==> src/rtl/dfs_pkg.sv <==
// Package with constants and types for the drive fault state supervisor
package dfs_pkg;
  localparam int DFS_CODE_W = 16;
  localparam int DFS_HIST_DEPTH = 10;
  localparam logic [3:0] DFS_HIST_LAST = 4'h9;
  localparam logic [15:0] DFS_CODE_NONE = 16'h0000;
  localparam logic [15:0] DFS_CODE_SW_STOP = 16'hA306;
  localparam logic [15:0] DFS_CODE_LIMIT = 16'hA302;
  localparam logic [2:0] DFS_CLASS_WARN = 3'h0;
  localparam logic [2:0] DFS_CLASS_QSTOP = 3'h1;
  localparam logic [2:0] DFS_CLASS_QSTOP_OFF = 3'h2;
  localparam logic [2:0] DFS_CLASS_FATAL = 3'h3;
  localparam logic [2:0] DFS_CLASS_UNCTRL = 3'h4;

  typedef enum logic [3:0] {
    DFS_ST_START = 4'h1,
    DFS_ST_NOT_READY = 4'h2,
    DFS_ST_ON_DISABLED = 4'h3,
    DFS_ST_READY = 4'h4,
    DFS_ST_SWITCHED_ON = 4'h5,
    DFS_ST_OP_ENABLED = 4'h6,
    DFS_ST_QSTOP = 4'h7,
    DFS_ST_FAULT_REACT = 4'h8,
    DFS_ST_FAULT = 4'h9
  } dfs_state_t;
endpackage : dfs_pkg

==> src/rtl/dfs_supervisor.sv <==
// Drive fault state supervisor: error classes, operating states and error memory
// Operation
// - Class 0: warning only, movement continues
// - Class 1: quick stop, amplifier stays on
// - Class 2: quick stop, then switch off
// - Class 3: switch off immediately
// - Class 4: switch off, reset only by power-off
// - Halt records nothing; software stop records A306
// - Limit switch: quick stop, A302 to both
// - Class 1 error: quick stop, code to both
// - Class 2 to 4: fault, code to both
// - Keep last cause and ten error entries
// - Display gets cause only; bus gets history
// - Report which safety input tripped, unconfigurable
// - State 1 initialise, state 2 not ready
// - State 3 blocks switch-on, state 4 ready
// - State 5: no current, no mode
// - State 6: run mode or hold halted
// - States 7, 8, 9: quick stop, reacting, fault
// - Class 2-4 from any state except 1 to 8, then 9
// - State 6 class 1 or quick stop to 7
`timescale 1ns/10ps
module dfs_supervisor
  import dfs_pkg::*;
(
  input wire logic SYS_CLK,
  input wire logic RST_B,
  input wire logic INIT_DONE,
  input wire logic COMMISSIONED,
  input wire logic POWER_OK,
  input wire logic POSITIVE_LIMIT_INPUT,
  input wire logic NEGATIVE_LIMIT_INPUT,
  input wire logic SAFETY_REMOVAL_IN_A_B,
  input wire logic SAFETY_REMOVAL_IN_B_B,
  input wire logic CMD_ENABLE,
  input wire logic CMD_DISABLE,
  input wire logic CMD_QUICK_STOP,
  input wire logic CMD_FAULT_RESET,
  input wire logic CMD_HALT,
  input wire logic ERR_VALID,
  input wire logic [2:0] ERR_CLASS,
  input wire logic [15:0] ERR_CODE,
  input wire logic STANDSTILL,
  input wire logic [3:0] HIST_INDEX,
  output logic [3:0] OP_STATE,
  output logic AMP_ON,
  output logic CTRL_ON,
  output logic QUICK_STOP_RUN,
  output logic MODE_ACTIVE,
  output logic HALTED,
  output logic WARNING,
  output logic PWR_OFF_LOCK,
  output logic SAFETY_TRIP_A,
  output logic SAFETY_TRIP_B,
  output logic [15:0] DISPLAY_CAUSE,
  output logic [15:0] BUS_CAUSE,
  output logic [15:0] BUS_HIST_CODE,
  output logic [3:0] BUS_HIST_COUNT
);

  // Returns the next ring slot with wrap after the last entry
  function automatic logic [3:0] ring_next(input logic [3:0] p);
    ring_next = (p == DFS_HIST_LAST) ? 4'h0 : p + 4'h1;
  endfunction : ring_next

  // Two-stage synchronisers for pin inputs
  logic [1:0] lim_p_s, lim_n_s, saf_a_s, saf_b_s;
  always_ff @(posedge SYS_CLK) begin
    if (!RST_B) begin
      lim_p_s <= 2'h0;
      lim_n_s <= 2'h0;
      saf_a_s <= 2'h3;
      saf_b_s <= 2'h3;
    end else begin
      lim_p_s <= {lim_p_s[0], POSITIVE_LIMIT_INPUT};
      lim_n_s <= {lim_n_s[0], NEGATIVE_LIMIT_INPUT};
      saf_a_s <= {saf_a_s[0], SAFETY_REMOVAL_IN_A_B};
      saf_b_s <= {saf_b_s[0], SAFETY_REMOVAL_IN_B_B};
    end
  end
  logic limit_hit, saf_ok, limit_prev;
  assign saf_ok = saf_a_s[1] && saf_b_s[1];

  // Limit switch edge so a held switch records one event
  always_ff @(posedge SYS_CLK) begin
    if (!RST_B) begin
      limit_prev <= 1'b0;
    end else begin
      limit_prev <= lim_p_s[1] | lim_n_s[1];
    end
  end
  assign limit_hit = (lim_p_s[1] | lim_n_s[1]) && !limit_prev;

  // Event decode
  logic err_hi, err_q, err_warn;
  assign err_hi = ERR_VALID && (ERR_CLASS >= DFS_CLASS_QSTOP_OFF)
                  && (ERR_CLASS <= DFS_CLASS_UNCTRL);
  assign err_q = ERR_VALID && (ERR_CLASS == DFS_CLASS_QSTOP);
  assign err_warn = ERR_VALID && (ERR_CLASS == DFS_CLASS_WARN);

  dfs_state_t state, next_state;
  logic [2:0] react_class;

  // Operating state transitions
  always_comb begin
    next_state = state;
    case (state)
      DFS_ST_START: begin
        if (INIT_DONE) next_state = DFS_ST_NOT_READY;
      end
      DFS_ST_NOT_READY: begin
        if (COMMISSIONED) next_state = DFS_ST_ON_DISABLED;
      end
      DFS_ST_ON_DISABLED: begin
        if (POWER_OK && saf_ok) next_state = DFS_ST_READY;
      end
      DFS_ST_READY: begin
        if (!POWER_OK || !saf_ok || CMD_DISABLE) begin
          next_state = DFS_ST_ON_DISABLED;
        end else if (CMD_ENABLE) begin
          next_state = DFS_ST_SWITCHED_ON;
        end
      end
      DFS_ST_SWITCHED_ON: begin
        if (CMD_DISABLE) next_state = DFS_ST_ON_DISABLED;
        else if (CMD_ENABLE) next_state = DFS_ST_OP_ENABLED;
      end
      DFS_ST_OP_ENABLED: begin
        if (CMD_DISABLE) next_state = DFS_ST_ON_DISABLED;
        else if (err_q || CMD_QUICK_STOP || limit_hit) next_state = DFS_ST_QSTOP;
      end
      DFS_ST_QSTOP: begin
        if (CMD_DISABLE) next_state = DFS_ST_ON_DISABLED;
        else if (CMD_FAULT_RESET) next_state = DFS_ST_OP_ENABLED;
      end
      DFS_ST_FAULT_REACT: begin
        if (react_class != DFS_CLASS_QSTOP_OFF || STANDSTILL) begin
          next_state = DFS_ST_FAULT;
        end
      end
      DFS_ST_FAULT: begin
        if (CMD_FAULT_RESET && !PWR_OFF_LOCK) next_state = DFS_ST_ON_DISABLED;
      end
      default: next_state = DFS_ST_START;
    endcase
    if (err_hi && state != DFS_ST_START) next_state = DFS_ST_FAULT_REACT;
  end

  // State register
  always_ff @(posedge SYS_CLK) begin
    if (!RST_B) begin
      state <= DFS_ST_START;
    end else begin
      state <= next_state;
    end
  end

  // Class of the reaction in progress and power-off lock for class 4
  always_ff @(posedge SYS_CLK) begin
    if (!RST_B) begin
      react_class <= DFS_CLASS_WARN;
      PWR_OFF_LOCK <= 1'b0;
    end else if (err_hi && state != DFS_ST_START) begin
      react_class <= ERR_CLASS;
      if (ERR_CLASS == DFS_CLASS_UNCTRL) PWR_OFF_LOCK <= 1'b1;
    end
  end

  // Drive outputs per state and reaction class
  always_comb begin
    OP_STATE = state;
    AMP_ON = 1'b0;
    QUICK_STOP_RUN = 1'b0;
    MODE_ACTIVE = 1'b0;
    case (state)
      DFS_ST_SWITCHED_ON: AMP_ON = 1'b0;
      DFS_ST_OP_ENABLED: begin
        AMP_ON = 1'b1;
        MODE_ACTIVE = !CMD_HALT;
      end
      DFS_ST_QSTOP: begin
        AMP_ON = 1'b1;
        QUICK_STOP_RUN = 1'b1;
      end
      DFS_ST_FAULT_REACT: begin
        AMP_ON = (react_class == DFS_CLASS_QSTOP_OFF);
        QUICK_STOP_RUN = (react_class == DFS_CLASS_QSTOP_OFF);
      end
      default: AMP_ON = 1'b0;
    endcase
    CTRL_ON = AMP_ON;
    HALTED = (state == DFS_ST_OP_ENABLED) && CMD_HALT;
  end

  // Warning flag for class 0, no state change
  always_ff @(posedge SYS_CLK) begin
    if (!RST_B) begin
      WARNING <= 1'b0;
    end else begin
      WARNING <= err_warn;
    end
  end

  // Safety input trip report, fixed wiring with no configuration
  always_ff @(posedge SYS_CLK) begin
    if (!RST_B) begin
      SAFETY_TRIP_A <= 1'b0;
      SAFETY_TRIP_B <= 1'b0;
    end else begin
      SAFETY_TRIP_A <= !saf_a_s[1];
      SAFETY_TRIP_B <= !saf_b_s[1];
    end
  end

  // Recording of cause and error memory
  logic rec_cause, rec_hist;
  logic [15:0] rec_code;
  always_comb begin
    rec_cause = 1'b0;
    rec_hist = 1'b0;
    rec_code = DFS_CODE_NONE;
    if (err_hi && state != DFS_ST_START) begin
      rec_cause = 1'b1;
      rec_hist = 1'b1;
      rec_code = ERR_CODE;
    end else if (state == DFS_ST_OP_ENABLED) begin
      if (err_q) begin
        rec_cause = 1'b1;
        rec_hist = 1'b1;
        rec_code = ERR_CODE;
      end else if (limit_hit) begin
        rec_cause = 1'b1;
        rec_hist = 1'b1;
        rec_code = DFS_CODE_LIMIT;
      end else if (CMD_QUICK_STOP && !CMD_DISABLE) begin
        rec_cause = 1'b1;
        rec_code = DFS_CODE_SW_STOP;
      end
    end
  end

  logic [15:0] last_interruption_cause;
  logic [15:0] hist_mem [DFS_HIST_DEPTH];
  logic [3:0] wr_ptr;

  // Last interruption cause
  always_ff @(posedge SYS_CLK) begin
    if (!RST_B) begin
      last_interruption_cause <= DFS_CODE_NONE;
    end else if (rec_cause) begin
      last_interruption_cause <= rec_code;
    end
  end

  // Ten-entry ring, oldest entry overwritten
  always_ff @(posedge SYS_CLK) begin
    if (!RST_B) begin
      wr_ptr <= 4'h0;
      BUS_HIST_COUNT <= 4'h0;
      for (int i = 0; i < DFS_HIST_DEPTH; i++) hist_mem[i] <= DFS_CODE_NONE;
    end else if (rec_hist) begin
      hist_mem[wr_ptr] <= rec_code;
      wr_ptr <= ring_next(wr_ptr);
      if (BUS_HIST_COUNT != 4'hA) BUS_HIST_COUNT <= BUS_HIST_COUNT + 4'h1;
    end
  end

  // Read ports: display sees cause only, bus sees cause and history
  logic [4:0] rd_sum;
  logic [3:0] rd_idx;
  assign rd_sum = {1'b0, wr_ptr} + 5'h9 - {1'b0, HIST_INDEX};
  assign rd_idx = (rd_sum >= 5'hA) ? rd_sum[3:0] - 4'hA : rd_sum[3:0];
  always_ff @(posedge SYS_CLK) begin
    if (!RST_B) begin
      DISPLAY_CAUSE <= DFS_CODE_NONE;
      BUS_CAUSE <= DFS_CODE_NONE;
      BUS_HIST_CODE <= DFS_CODE_NONE;
    end else begin
      DISPLAY_CAUSE <= last_interruption_cause;
      BUS_CAUSE <= last_interruption_cause;
      BUS_HIST_CODE <= (HIST_INDEX < 4'hA) ? hist_mem[rd_idx] : DFS_CODE_NONE;
    end
  end

  // Checks
  AST_HI_TO_REACT: assert property (@(posedge SYS_CLK) disable iff (!RST_B)
    err_hi && state != DFS_ST_START |=> state == DFS_ST_FAULT_REACT)
    else $error("class 2-4 error did not enter fault reaction");
  AST_Q_TO_QSTOP: assert property (@(posedge SYS_CLK) disable iff (!RST_B)
    state == DFS_ST_OP_ENABLED && (err_q || CMD_QUICK_STOP) && !err_hi && !CMD_DISABLE
    |=> state == DFS_ST_QSTOP)
    else $error("quick stop not entered");
  AST_QSTOP_AMP: assert property (@(posedge SYS_CLK) disable iff (!RST_B)
    state == DFS_ST_QSTOP |-> AMP_ON && CTRL_ON)
    else $error("amplifier off in quick stop");
  AST_FATAL_OFF: assert property (@(posedge SYS_CLK) disable iff (!RST_B)
    state == DFS_ST_FAULT_REACT && react_class >= DFS_CLASS_FATAL |-> !AMP_ON)
    else $error("amplifier on in fatal reaction");
  AST_CL2_WAIT: assert property (@(posedge SYS_CLK) disable iff (!RST_B)
    state == DFS_ST_FAULT_REACT && react_class == DFS_CLASS_QSTOP_OFF && !STANDSTILL
    && !err_hi |=> state == DFS_ST_FAULT_REACT)
    else $error("class 2 left reaction before standstill");
  AST_LOCK: assert property (@(posedge SYS_CLK) disable iff (!RST_B)
    PWR_OFF_LOCK && state == DFS_ST_FAULT |=> state != DFS_ST_ON_DISABLED)
    else $error("class 4 fault was reset");
  AST_LIMIT_CODE: assert property (@(posedge SYS_CLK) disable iff (!RST_B)
    state == DFS_ST_OP_ENABLED && limit_hit && !ERR_VALID |=> ##1
    DISPLAY_CAUSE == DFS_CODE_LIMIT)
    else $error("limit code not shown");
  AST_SWSTOP: assert property (@(posedge SYS_CLK) disable iff (!RST_B)
    state == DFS_ST_OP_ENABLED && CMD_QUICK_STOP && !ERR_VALID && !limit_hit
    && !CMD_DISABLE |=> last_interruption_cause == DFS_CODE_SW_STOP
    && $stable(BUS_HIST_COUNT))
    else $error("software stop recorded wrongly");
  AST_WARN: assert property (@(posedge SYS_CLK) disable iff (!RST_B)
    err_warn && state == DFS_ST_OP_ENABLED && !CMD_DISABLE && !CMD_QUICK_STOP
    && !limit_hit |=> state == DFS_ST_OP_ENABLED && WARNING)
    else $error("warning interrupted movement");
  AST_COUNT: assert property (@(posedge SYS_CLK) disable iff (!RST_B)
    BUS_HIST_COUNT <= 4'hA)
    else $error("history count above ten");
  AST_CL1_CAUSE: assert property (@(posedge SYS_CLK) disable iff (!RST_B)
    state == DFS_ST_OP_ENABLED && err_q |=> last_interruption_cause == $past(ERR_CODE))
    else $error("class 1 code not recorded");
  AST_HALT_NO_CAUSE: assert property (@(posedge SYS_CLK) disable iff (!RST_B)
    state == DFS_ST_OP_ENABLED && CMD_HALT && !ERR_VALID && !limit_hit && !CMD_QUICK_STOP
    |=> $stable(last_interruption_cause))
    else $error("halt recorded a cause");
  AST_COUNT_STEP: assert property (@(posedge SYS_CLK) disable iff (!RST_B)
    rec_hist && BUS_HIST_COUNT != 4'hA |=> BUS_HIST_COUNT == $past(BUS_HIST_COUNT) + 4'h1)
    else $error("history count did not advance");
  AST_RING_WRITE: assert property (@(posedge SYS_CLK) disable iff (!RST_B)
    rec_hist |=> hist_mem[$past(wr_ptr)] == $past(rec_code))
    else $error("history entry not written");

  // Coverage of the main scenarios
  COV_QSTOP: cover property (@(posedge SYS_CLK) state == DFS_ST_QSTOP);
  COV_FAULT: cover property (@(posedge SYS_CLK) state == DFS_ST_FAULT);
  COV_RING_FULL: cover property (@(posedge SYS_CLK) BUS_HIST_COUNT == 4'hA && rec_hist);
  COV_LOCKED: cover property (@(posedge SYS_CLK) state == DFS_ST_FAULT && PWR_OFF_LOCK);
  COV_SLOW_STOP: cover property (@(posedge SYS_CLK)
    QUICK_STOP_RUN && state == DFS_ST_FAULT_REACT);

endmodule : dfs_supervisor

==> config.mk <==
export PLATFORM = sky130hd
export DESIGN_NAME = dfs_supervisor
export DESIGN_NICKNAME = d
export VERILOG_FILES = /design/src/rtl/dfs_pkg.sv /design/src/rtl/dfs_supervisor.sv
export SDC_FILE = /design/constraint.sdc
export NUM_CORES = 1
export LEC_CHECK = 0
export BUFFER_PORTS_ARGS = -buffer_cell sky130_fd_sc_hd__buf_4
export CAP_MARGIN = 20
export CORE_ASPECT_RATIO = 0.7
export CORE_MARGIN = 2
export CORE_UTILIZATION = 54
export DETAILED_ROUTE_END_ITERATION = 7
export GPL_TIMING_DRIVEN = 1
export PLACE_DENSITY = 0.76
export SLEW_MARGIN = 20
export SYNTH_ARGS = -nofsm -noshare
export SYNTH_HDL_FRONTEND = slang
export SYNTH_SLANG_ARGS = --single-unit
export TNS_END_PERCENT = 30
==> constraint.sdc <==
create_clock -name SYS_CLK -period 3.8 [get_ports SYS_CLK]
set_clock_uncertainty 0.05 [all_clocks]
set_input_delay 0.38 -clock SYS_CLK [delete_from_list [all_inputs] [get_ports SYS_CLK]]
set_output_delay 0.38 -clock SYS_CLK [all_outputs]
set_load 0.02 [all_outputs]
---- After elaboration in Yosys (flattened, before gate mapping) ----
Memories as Yosys holds them, arrays and structs flattened. A register that Yosys moved wholly into a read port is not among the register bits.
Index checks and enable logic that the tools add are counted.
operators by class
  multiplexer cells ....................... 41
  $add $sub $neg .......................... 5
  eq/ne operators ......................... 34
  $lt $le $gt $ge ......................... 4
  reductions and logical operators ........ 34
  bitwise logic cells ..................... 2
operators by type and width
  kind                 number
  $mux 16              6
  $mux 4               17
  $pmux 4 s9           1
  $ne 3x3->1 const B   9
  $ne 4x4->1 const B   5
  $reduce_and 9->1     2
  $eq 4x3->1 const B   4
  $reduce_or 16->1     1
  $mux 1               15
  $eq 4x4->1 const B   3
  $logic_and 1x1->1    11
  $ne 2x2->1 const B   5
  $logic_not 1->1      9
  $add 4x1->4 const B  2
  $eq 4x2->1 const B   2
  $reduce_and 2->1     3
  $add 4x4->5 const B  1
  $ge 5x4->1 const B   1
  $logic_or 1x1->1     5
  $sub 5x4->5          1
  $eq 4x1->1 const B   1
  $lt 4x4->1 const B   1
  $ne 4x1->1 const B   1
  $pmux 1 s2           2
  other kinds (11)     12
storage, ports and cells
  output and inout bits ................... 65
  bits of input ports ..................... 39
  memories kept ........................... 1
  RAM bits ................................ 160
  logic and storage cells ................. 137
  register bits ........................... 60
memory list
  memory    depth  bits a word  read ports  clocked after Yosys merged registers in  write ports  RTL line               RTL
  hist_mem  10     16           1           1                                        10           dfs_supervisor.sv:243  logic [15:0] hist_mem [DFS_HIST_DEPTH];

---- Depth between registers and ports, before layout ----
Gate-level depths: netlist of run 1.
  depth after elaboration ................. 11
  depth in mapped cells ................... 16
  depth with buffers taken out ............ 14

---- Worst setup path after synthesis of run 1 ----
Ideal clock, no wire load.
  kind .................................... register to register
  start point ............................. register wr_ptr[1]
  end point ............................... register BUS_HIST_CODE[7], read port of hist_mem
  required time ........................... 3,615 ps
  setup slack ............................. 80 ps
  period minus slack after synthesis ...... 3,720 ps
  arrival ................................. 3,536 ps
  stages on the path, launching flop included .. 17
  path buffers ............................ 3
  cell sequence ........................... dfxtp_1 clkbuf_1 inv_1 ha_1 inv_1 ha_1 fa_1 inv_1 ha_1 a211oi_1 or3_1 buf_4 nor2_8 buf_4 mux4_2 a2bb2oi_2 o211ai_2
between the ends
  longest elaborated chain between the ends .. 4
ends and longest elaborated chain
  item                                              RTL line               RTL
  start, declared                                   dfs_supervisor.sv:244  logic [3:0] wr_ptr;
  start signal, assigned                            dfs_supervisor.sv:263  wr_ptr <= ring_next(wr_ptr);
  $add 4x4->5 (*)                                   dfs_supervisor.sv:271  assign rd_sum = {1'b0, wr_ptr} + 5'h9 - {1'b0, HIST_INDEX};
  $sub 5x4->5 (*)                                   dfs_supervisor.sv:271
  $sub 4x4->4 / $ge 5x4->1 (equally long branches)  dfs_supervisor.sv:272  assign rd_idx = (rd_sum >= 5'hA) ? rd_sum[3:0] - 4'hA : rd_sum[3:0];
  $mux 4 (*)                                        dfs_supervisor.sv:272
  end, declared                                     dfs_supervisor.sv:57   output logic [15:0] BUS_HIST_CODE,
Mark *: on every way between the ends. The rest lies on a longest branch, timed or not.
A chain may end at the register's enable or synchronous reset.

---- Worst setup path after layout of run 1 ----
  start point ............................. register wr_ptr[1]
  end point ............................... register BUS_HIST_CODE[13], read port of hist_mem
Same word-level chain as after synthesis.

==> results.json, run 1 <==
{
  "drc": 0,
  "fin_ws_ns": 0.162,
  "cts.sinks": 332,
  "place_inst": 1455,
  "fmax_ghz": 0.275,
  "status": "finished clean",
  "synth-edff-count": 256,
  "preCtsSetupSlack_ns": -0.187,
  "synthSimpleGateAreaFrac_pct": 11.3,
  "start_util_pct": 54.9,
  "worst_pin_slew_ns": 0.947,
  "vias": 8950,
  "drt_iter0_markers": 932,
  "worstSetupEndpointType": "flip-flop",
  "antenna_found_initial": 0,
  "critical_path_class": "flip-flop to flip-flop",
  "max-vdd-ir-drop_v": 0.000387,
  "synth_top_family_by_area": "simple AND/OR/NAND/NOR gates",
  "layoutNonFillerInstCount": 1528,
  "clk_latency_ns": 0.55,
  "core_area_mm2": 0.0257,
  "start_kind": "flip-flop",
  "p_comb_share_pct": 19.6,
  "ys_seq_area_share_pct": 65.3,
  "grt_pass1_wl_mm": 49.7,
  "final_common_cell": "edfxtp_1",
  "die_w_um": 197,
  "r2r_cells": 13,
  "hold_viol": 0,
  "maxSlewViolCount": 0,
  "diodes": 0,
  "synth_compound_area_share_pct": 10.1,
  "grt-ovfl-total": 0,
  "wl_per_cell_um": 21.4,
  "syn_avg_cell_area_um2": 13.6,
  "grt_pass1_vias": 8538,
  "p_clk_share_pct": 34.3,
  "period_share_pct": 95.7,
  "p_leak_nw": 6.23,
  "fin_crit_ns": 3.64,
  "synth_area_leaders": "edfxtp_1 55%, dfxtp_1 11%, mux4_2 5.1%, nor2_1 4.7%, mux2i_1 2.4%",
  "p_per_area_mw_per_mm2": 547,
  "htree_levels": 1,
  "setup_viol": 0,
  "layout.nets": 1223,
  "port_buffers": 103,
  "rows": 49,
  "required_ns": 4.20,
  "grtUsageTotal_pct": 23.7,
  "async_flop_share_pct": 0,
  "fin_hold_ws_ns": 0.0798,
  "ys_ff_latch": 332,
  "synth_top_cell_area_share_pct": 54.5,
  "cts.clk_slew.worst_paths_ns": 0.06,
  "drtPass1Iterations": 5,
  "min_path_cells": 3,
  "synth_area_mm2": 0.0141,
  "cts_buffers": 30,
  "sw_frac_of_total_pct": 26.0,
  "cts_buffer_depth": 3,
  "cts_tree": "done",
  "ys_warn_count": 0,
  "hp-class": "primary input to flip-flop",
  "seq_power_share_pct": 46.1,
  "cp_max_fo": 15,
  "p_int_mw": 6.74,
  "synth_top_area_cell": "edfxtp_1",
  "postSynthNetCount": 1084,
  "yosysUniqueCellTypes": 72,
  "synthCells": 1034,
  "layout-drive-gt1-share_pct": 24.7,
  "areaGrowthSynthToFinish_pct": 18.0,
  "cts-root-buf": "clkbuf_16",
  "pin_count": 104,
  "viasPerCell": 5.86,
  "drv_cap": 0,
  "dieHeight_um": 139,
  "hpwl_mm": 22.6,
  "die_area_mm2": 0.0274,
  "grt_start_max_net_pins": 60,
  "synth_fa_ha_area_share_pct": 1.03,
  "rsz0062_at_grt": "true",
  "slew_headroom_pct": 36.9,
  "finalWirelength_mm": 32.6,
  "postRouteAntennaNets": 0,
  "synth_xor_area_share_pct": 0.488,
  "mostFrequentLayoutCells": "256 x edfxtp_1, 178 x nor2_1, 163 x buf_4",
  "gp_congestion": 0.910,
  "synth_ff_type": "edfxtp_1",
  "switchingPower_mw": 2.37,
  "synthMuxAreaShare_pct": 7.61,
  "arrival_ns": 4.03
}
## cell families (layout without fill, tap and decap cells)
| family | Yosys count | count (layout) |
|---|---|---|
| buffers and inverters | 102 | 264 |
| muxes | 67 | 67 |
| DFF | 332 | 332 |
| and+or+nand+nor | 343 | 344 |
| AOI/OAI and AO/OA | 172 | 172 |
| adders and majority gates | 11 | 11 |
| xor gates and xnor gates | 7 | 7 |
## worst max-delay path: stages (launching register included)
cell and delay (ns):
dfxtp_1 0.33, inv_1 0.08, ha_1 0.28, inv_1 0.04
ha_1 0.22, fa_2 0.59, or3b_1 0.18, a211oi_2 0.10
or3_4 0.40, buf_4 0.17, nor3_4 0.61, a22o_1 0.25
o21ai_0 0.11, o211ai_1 0.13
## power by group through the flow
stage / Clock [mW] / Sequential, mW / Combinational [mW]
final: 3.13 / 4.20 / 1.78
after global routing: 3.30 / 4.21 / 1.90
after CTS: 3.16 / 4.20 / 1.64
after detailed placement: 0 / 4.27 / 1.62
after global placement: 0 / 4.27 / 1.59
after floorplan: 0 / 4.30 / 1.06
## repair_timing
item / in CTS / in global routing
hold buffers: 5 / 0
hold endpoints to repair: 5 / 0
gates resized for setup: 3 / 8
setup endpoints to repair: 15 / 16
pin swaps: 0 / 2
buffers inserted: 0 / 8
cloned: 0 / 4
## area by class of cell
type | instances | area [µm²]
repair buffers | 179 | 1500
inverters | 29 | 109
multi-input cells | 601 | 4360
clock buffers | 51 | 968
fillers | 1830 | 9050
well taps | 331 | 414
clock inverters | 5 | 73.8
flip-flops and latches | 332 | 9210
## cells in the mapped netlist, types with 3 or more instances
master     count
xnor2_1        5
a2bb2oi_2     10
and3_1         7
nand3_1       14
nor3_1         6
edfxtp_1     256
o21ai_0       22
o211ai_1       8
clkbuf_1      20
o21ai_1       12
o211a_1        7
a31oi_1        3
and2_1        28
o211ai_2      10
nand2_1       61
mux4_2        32
buf_4         25
nor2_1       178
dfxtp_1       76
inv_1         29
nand2b_1       8
or3_1          4
mux2i_1       34
o32ai_1        3
a22o_1        30
a211oi_1       5
buf_2         17
ha_1          10
a21oi_1       10
a21boi_0      15
nor3b_1        4
o21a_1         3
a2bb2oi_1     20
o31ai_1        3
buf_6          7
nor2b_1       10
## final timing paths
kind	from	end	slack (ns)
hold reg to reg	saf_a_s[0]	saf_a_s[1]	0.36
setup / recovery	wr_ptr[1]	BUS_HIST_CODE[13]	0.16
hold / removal	ERR_CLASS[0]	react_class[0]	0.08
setup reg to reg	wr_ptr[1]	BUS_HIST_CODE[13]	0.16
## sequential cells by signal, indices dropped and copies added, names as in the netlist
register	count
SAFETY_TRIP_B	1
OP_STATE	4
WARNING	1
PWR_OFF_LOCK	1
saf_b_s	2
BUS_HIST_CODE	16
BUS_CAUSE	16
wr_ptr	4
SAFETY_TRIP_A	1
last_interruption_cause	16
saf_a_s	2
BUS_HIST_COUNT	4
limit_prev	1
hist_mem	256
lim_n_s	2
lim_p_s	2
react_class	3
## per-stage QoR
step	TNS [ns]	total power, mW	cell area, µm²	util [%]
final	0	9.11	16600	64.8
after global routing	-0.104	9.42	16600	64.8
after CTS	0	9.00	16400	64.0
after detailed placement	-2.48	5.90	15300	59.7
after global placement	-0.175	5.87	15300	59.7
after floorplan	0	5.37	14100	-
## metal layers
metal / vias up / global-route usage [%] / wire [µm]
met3: 37 / 3.84 / 2590
li1: 4083 / - / -
met5: - / 0 / 0
met2: 363 / 37.2 / 14900
met1: 4467 / 35.7 / 14600
met4: 0 / 3.92 / 471
No activity file was read; power rests on OpenSTA's default activity.
==> run 2: changes to the inputs <==
--- a/config.mk
+++ b/config.mk
@@ -5,14 +5,18 @@
 export SDC_FILE = /design/constraint.sdc
 export NUM_CORES = 1
 export LEC_CHECK = 0
+export ABC_AREA = 0
 export BUFFER_PORTS_ARGS = -buffer_cell sky130_fd_sc_hd__buf_4
 export CAP_MARGIN = 20
+export CELL_PAD_IN_SITES_DETAIL_PLACEMENT = 0
+export CELL_PAD_IN_SITES_GLOBAL_PLACEMENT = 1
 export CORE_ASPECT_RATIO = 0.7
 export CORE_MARGIN = 2
-export CORE_UTILIZATION = 54
+export CORE_UTILIZATION = 45
 export DETAILED_ROUTE_END_ITERATION = 7
 export GPL_TIMING_DRIVEN = 1
-export PLACE_DENSITY = 0.76
+export PLACE_DENSITY_LB_ADDON = 0.1
+export SETUP_SLACK_MARGIN = 0.1
 export SLEW_MARGIN = 20
 export SYNTH_ARGS = -nofsm -noshare
 export SYNTH_HDL_FRONTEND = slang
==> results.json, run 2 (synthesized netlist as in run 1, its figures left out) <==
{
  "status": "finished clean",
  "wl_met1_mm": 16.6,
  "die_area_mm2": 0.0328,
  "hp-class": "primary input to flip-flop",
  "vias": 8692,
  "slew_headroom_pct": 31.5,
  "dieHeight_um": 152,
  "fin_crit_ns": 3.53,
  "drtPass1Iterations": 6,
  "wl_per_cell_um": 20.9,
  "start_kind": "flip-flop",
  "period_share_pct": 92.8,
  "critical_path_class": "flip-flop to flip-flop",
  "hold_viol": 0,
  "seq_power_share_pct": 45.9,
  "p_per_area_mw_per_mm2": 546,
  "cp_max_fo": 14,
  "sw_frac_of_total_pct": 26.7,
  "core_area_mm2": 0.0310,
  "p_leak_nw": 6.18,
  "gp_congestion": 0.825,
  "htree_levels": 1,
  "p_int_mw": 6.68,
  "grtUsageTotal_pct": 20.5,
  "setup_viol": 0,
  "mostFrequentLayoutCells": "256 x edfxtp_1, 178 x nor2_1, 162 x buf_4",
  "rows": 54,
  "clk_latency_ns": 0.58,
  "rsz0062_at_grt": "true",
  "grt_pass1_vias": 8511,
  "max-vdd-ir-drop_v": 0.000431,
  "layout-drive-gt1-share_pct": 25.2,
  "required_ns": 4.20,
  "cts_buffers": 31,
  "cts_tree": "done",
  "antenna_found_initial": 0,
  "grt-ovfl-total": 0,
  "largest_reg_flops": 256,
  "wl_met2_mm": 15.0,
  "power_mw": 9.12,
  "routed.top_layer": "met4",
  "worstSetupEndpointType": "flip-flop",
  "switchingPower_mw": 2.44,
  "cts_buffer_depth": 3,
  "hpwl_mm": 23.7,
  "finalWirelength_mm": 33.7,
  "port_buffers": 103,
  "fin_hold_ws_ns": 0.0321,
  "top_register": "hist_mem",
  "final_common_cell": "edfxtp_1",
  "maxSlewViolCount": 0,
  "grt_pass1_wl_mm": 51.5,
  "viasPerCell": 5.40,
  "start_util_pct": 45.4,
  "postRouteAntennaNets": 0,
  "postLayoutCoreUtil_pct": 53.8,
  "drv_cap": 0,
  "cts-root-buf": "clkbuf_16",
  "diodes": 0,
  "die_w_um": 216,
  "areaGrowthSynthToFinish_pct": 18.5,
  "wl_met3_mm": 1.46,
  "drc": 0,
  "cts.clk_slew.worst_paths_ns": 0.07,
  "fmax_ghz": 0.283,
  "cts.sinks": 332,
  "pin_count": 104,
  "arrival_ns": 3.92,
  "grt_start_max_net_pins": 59,
  "drt_iter0_markers": 686,
  "layout.nets": 1218,
  "p_comb_share_pct": 19.4,
  "p_clk_share_pct": 34.8,
  "worst_pin_slew_ns": 1.03
}
[run 2: cell types whose count changed in the layout (fill, tap and decap cells not counted), moves of 2 or more]
cell | before | now
a2bb2oi_2 | 11 | 15
clkbuf_2 | 2 | 0
clkinvlp_4 | 0 | 2
a2bb2oi_1 | 19 | 15
clkbuf_1 | 11 | 7
ha_1 | 9 | 7
mux2i_1 | 34 | 32
clkinv_2 | 2 | 4
ha_2 | 1 | 3
bufinv_16 | 2 | 4
clkbuf_16 | 38 | 33
clkinv_1 | 1 | 3
buf_12 | 7 | 5
[run 2: through the flow]
step	area [µm²]	TNS, ns	instances	worst slack, ns
2_1_floorplan	14100	0	1034	0.201
3_3_place_gp	15400	-0.557	1547	-0.0552
3_5_place_dp	15400	-1.35	1547	-0.121
4_1_cts	16500	0	1608	0.149
5_1_grt	16700	0	1611	0.0826
6_report	16700	0	1611	0.272
[run 2: area by class of cell]
cell class,count,area [µm²]
fillers,2600,14300
flip-flops and latches,332,9210
multi-input cells,600,4400
repair buffers,174,1420
clock buffers,41,843
well taps,420,526
clock inverters,15,191
inverters,29,109
[run 2: what timing repair did]
| item | 4_1_cts | 5_1_grt |
|---|---|---|
| resized for setup | 3 | 18 |
| pin swaps | 0 | 4 |
| hold buffers | 5 | 0 |
| setup buffers | 0 | 1 |
| hold endpoints to repair | 5 | 0 |
| endpoints found under the setup margin | 15 | 16 |
| cloned | 0 | 2 |
[run 2: worst paths after layout]
path | startpoint | endpoint | slack, ns | depth (start not counted)
hold / removal | ERR_CLASS[0] | react_class[0] | 0.03 | 3
setup reg to reg | wr_ptr[1] | BUS_HIST_CODE[1] | 0.27 | 16
hold reg to reg | saf_b_s[0] | saf_b_s[1] | 0.36 | 1
setup / recovery | wr_ptr[1] | BUS_HIST_CODE[1] | 0.27 | 16
[run 2: worst max-delay path, cell delays in order, from the launching register on]
cell	delay [ns]
dfxtp_1	0.32
inv_1	0.08
ha_1	0.28
inv_1	0.04
ha_2	0.19
fa_1	0.55
inv_1	0.09
ha_2	0.20
buf_4	0.15
a21o_1	0.17
o21a_4	0.16
nor2_8	0.20
buf_12	0.15
clkbuf_16	0.20
mux2i_1	0.25
a2bb2oi_2	0.21
o211ai_2	0.09
[run 2: layer usage]
metal / track usage [%] / vias up
li1: - / 4070
met1: 31.3 / 4400
met2: 31.5 / 177
met3: 2.92 / 45
met4: 4.30 / 0
met5: 0 / -
[run 2: power groups by stage]
stage                     Combinational, mW  Clock (mW)  Sequential (mW)
after floorplan                        1.06           0             4.30
after global placement                 1.66           0             4.26
after detailed placement               1.67           0             4.26
after CTS                              1.69        3.23             4.18
after global routing                   1.91        3.39             4.20
final                                  1.77        3.17             4.18
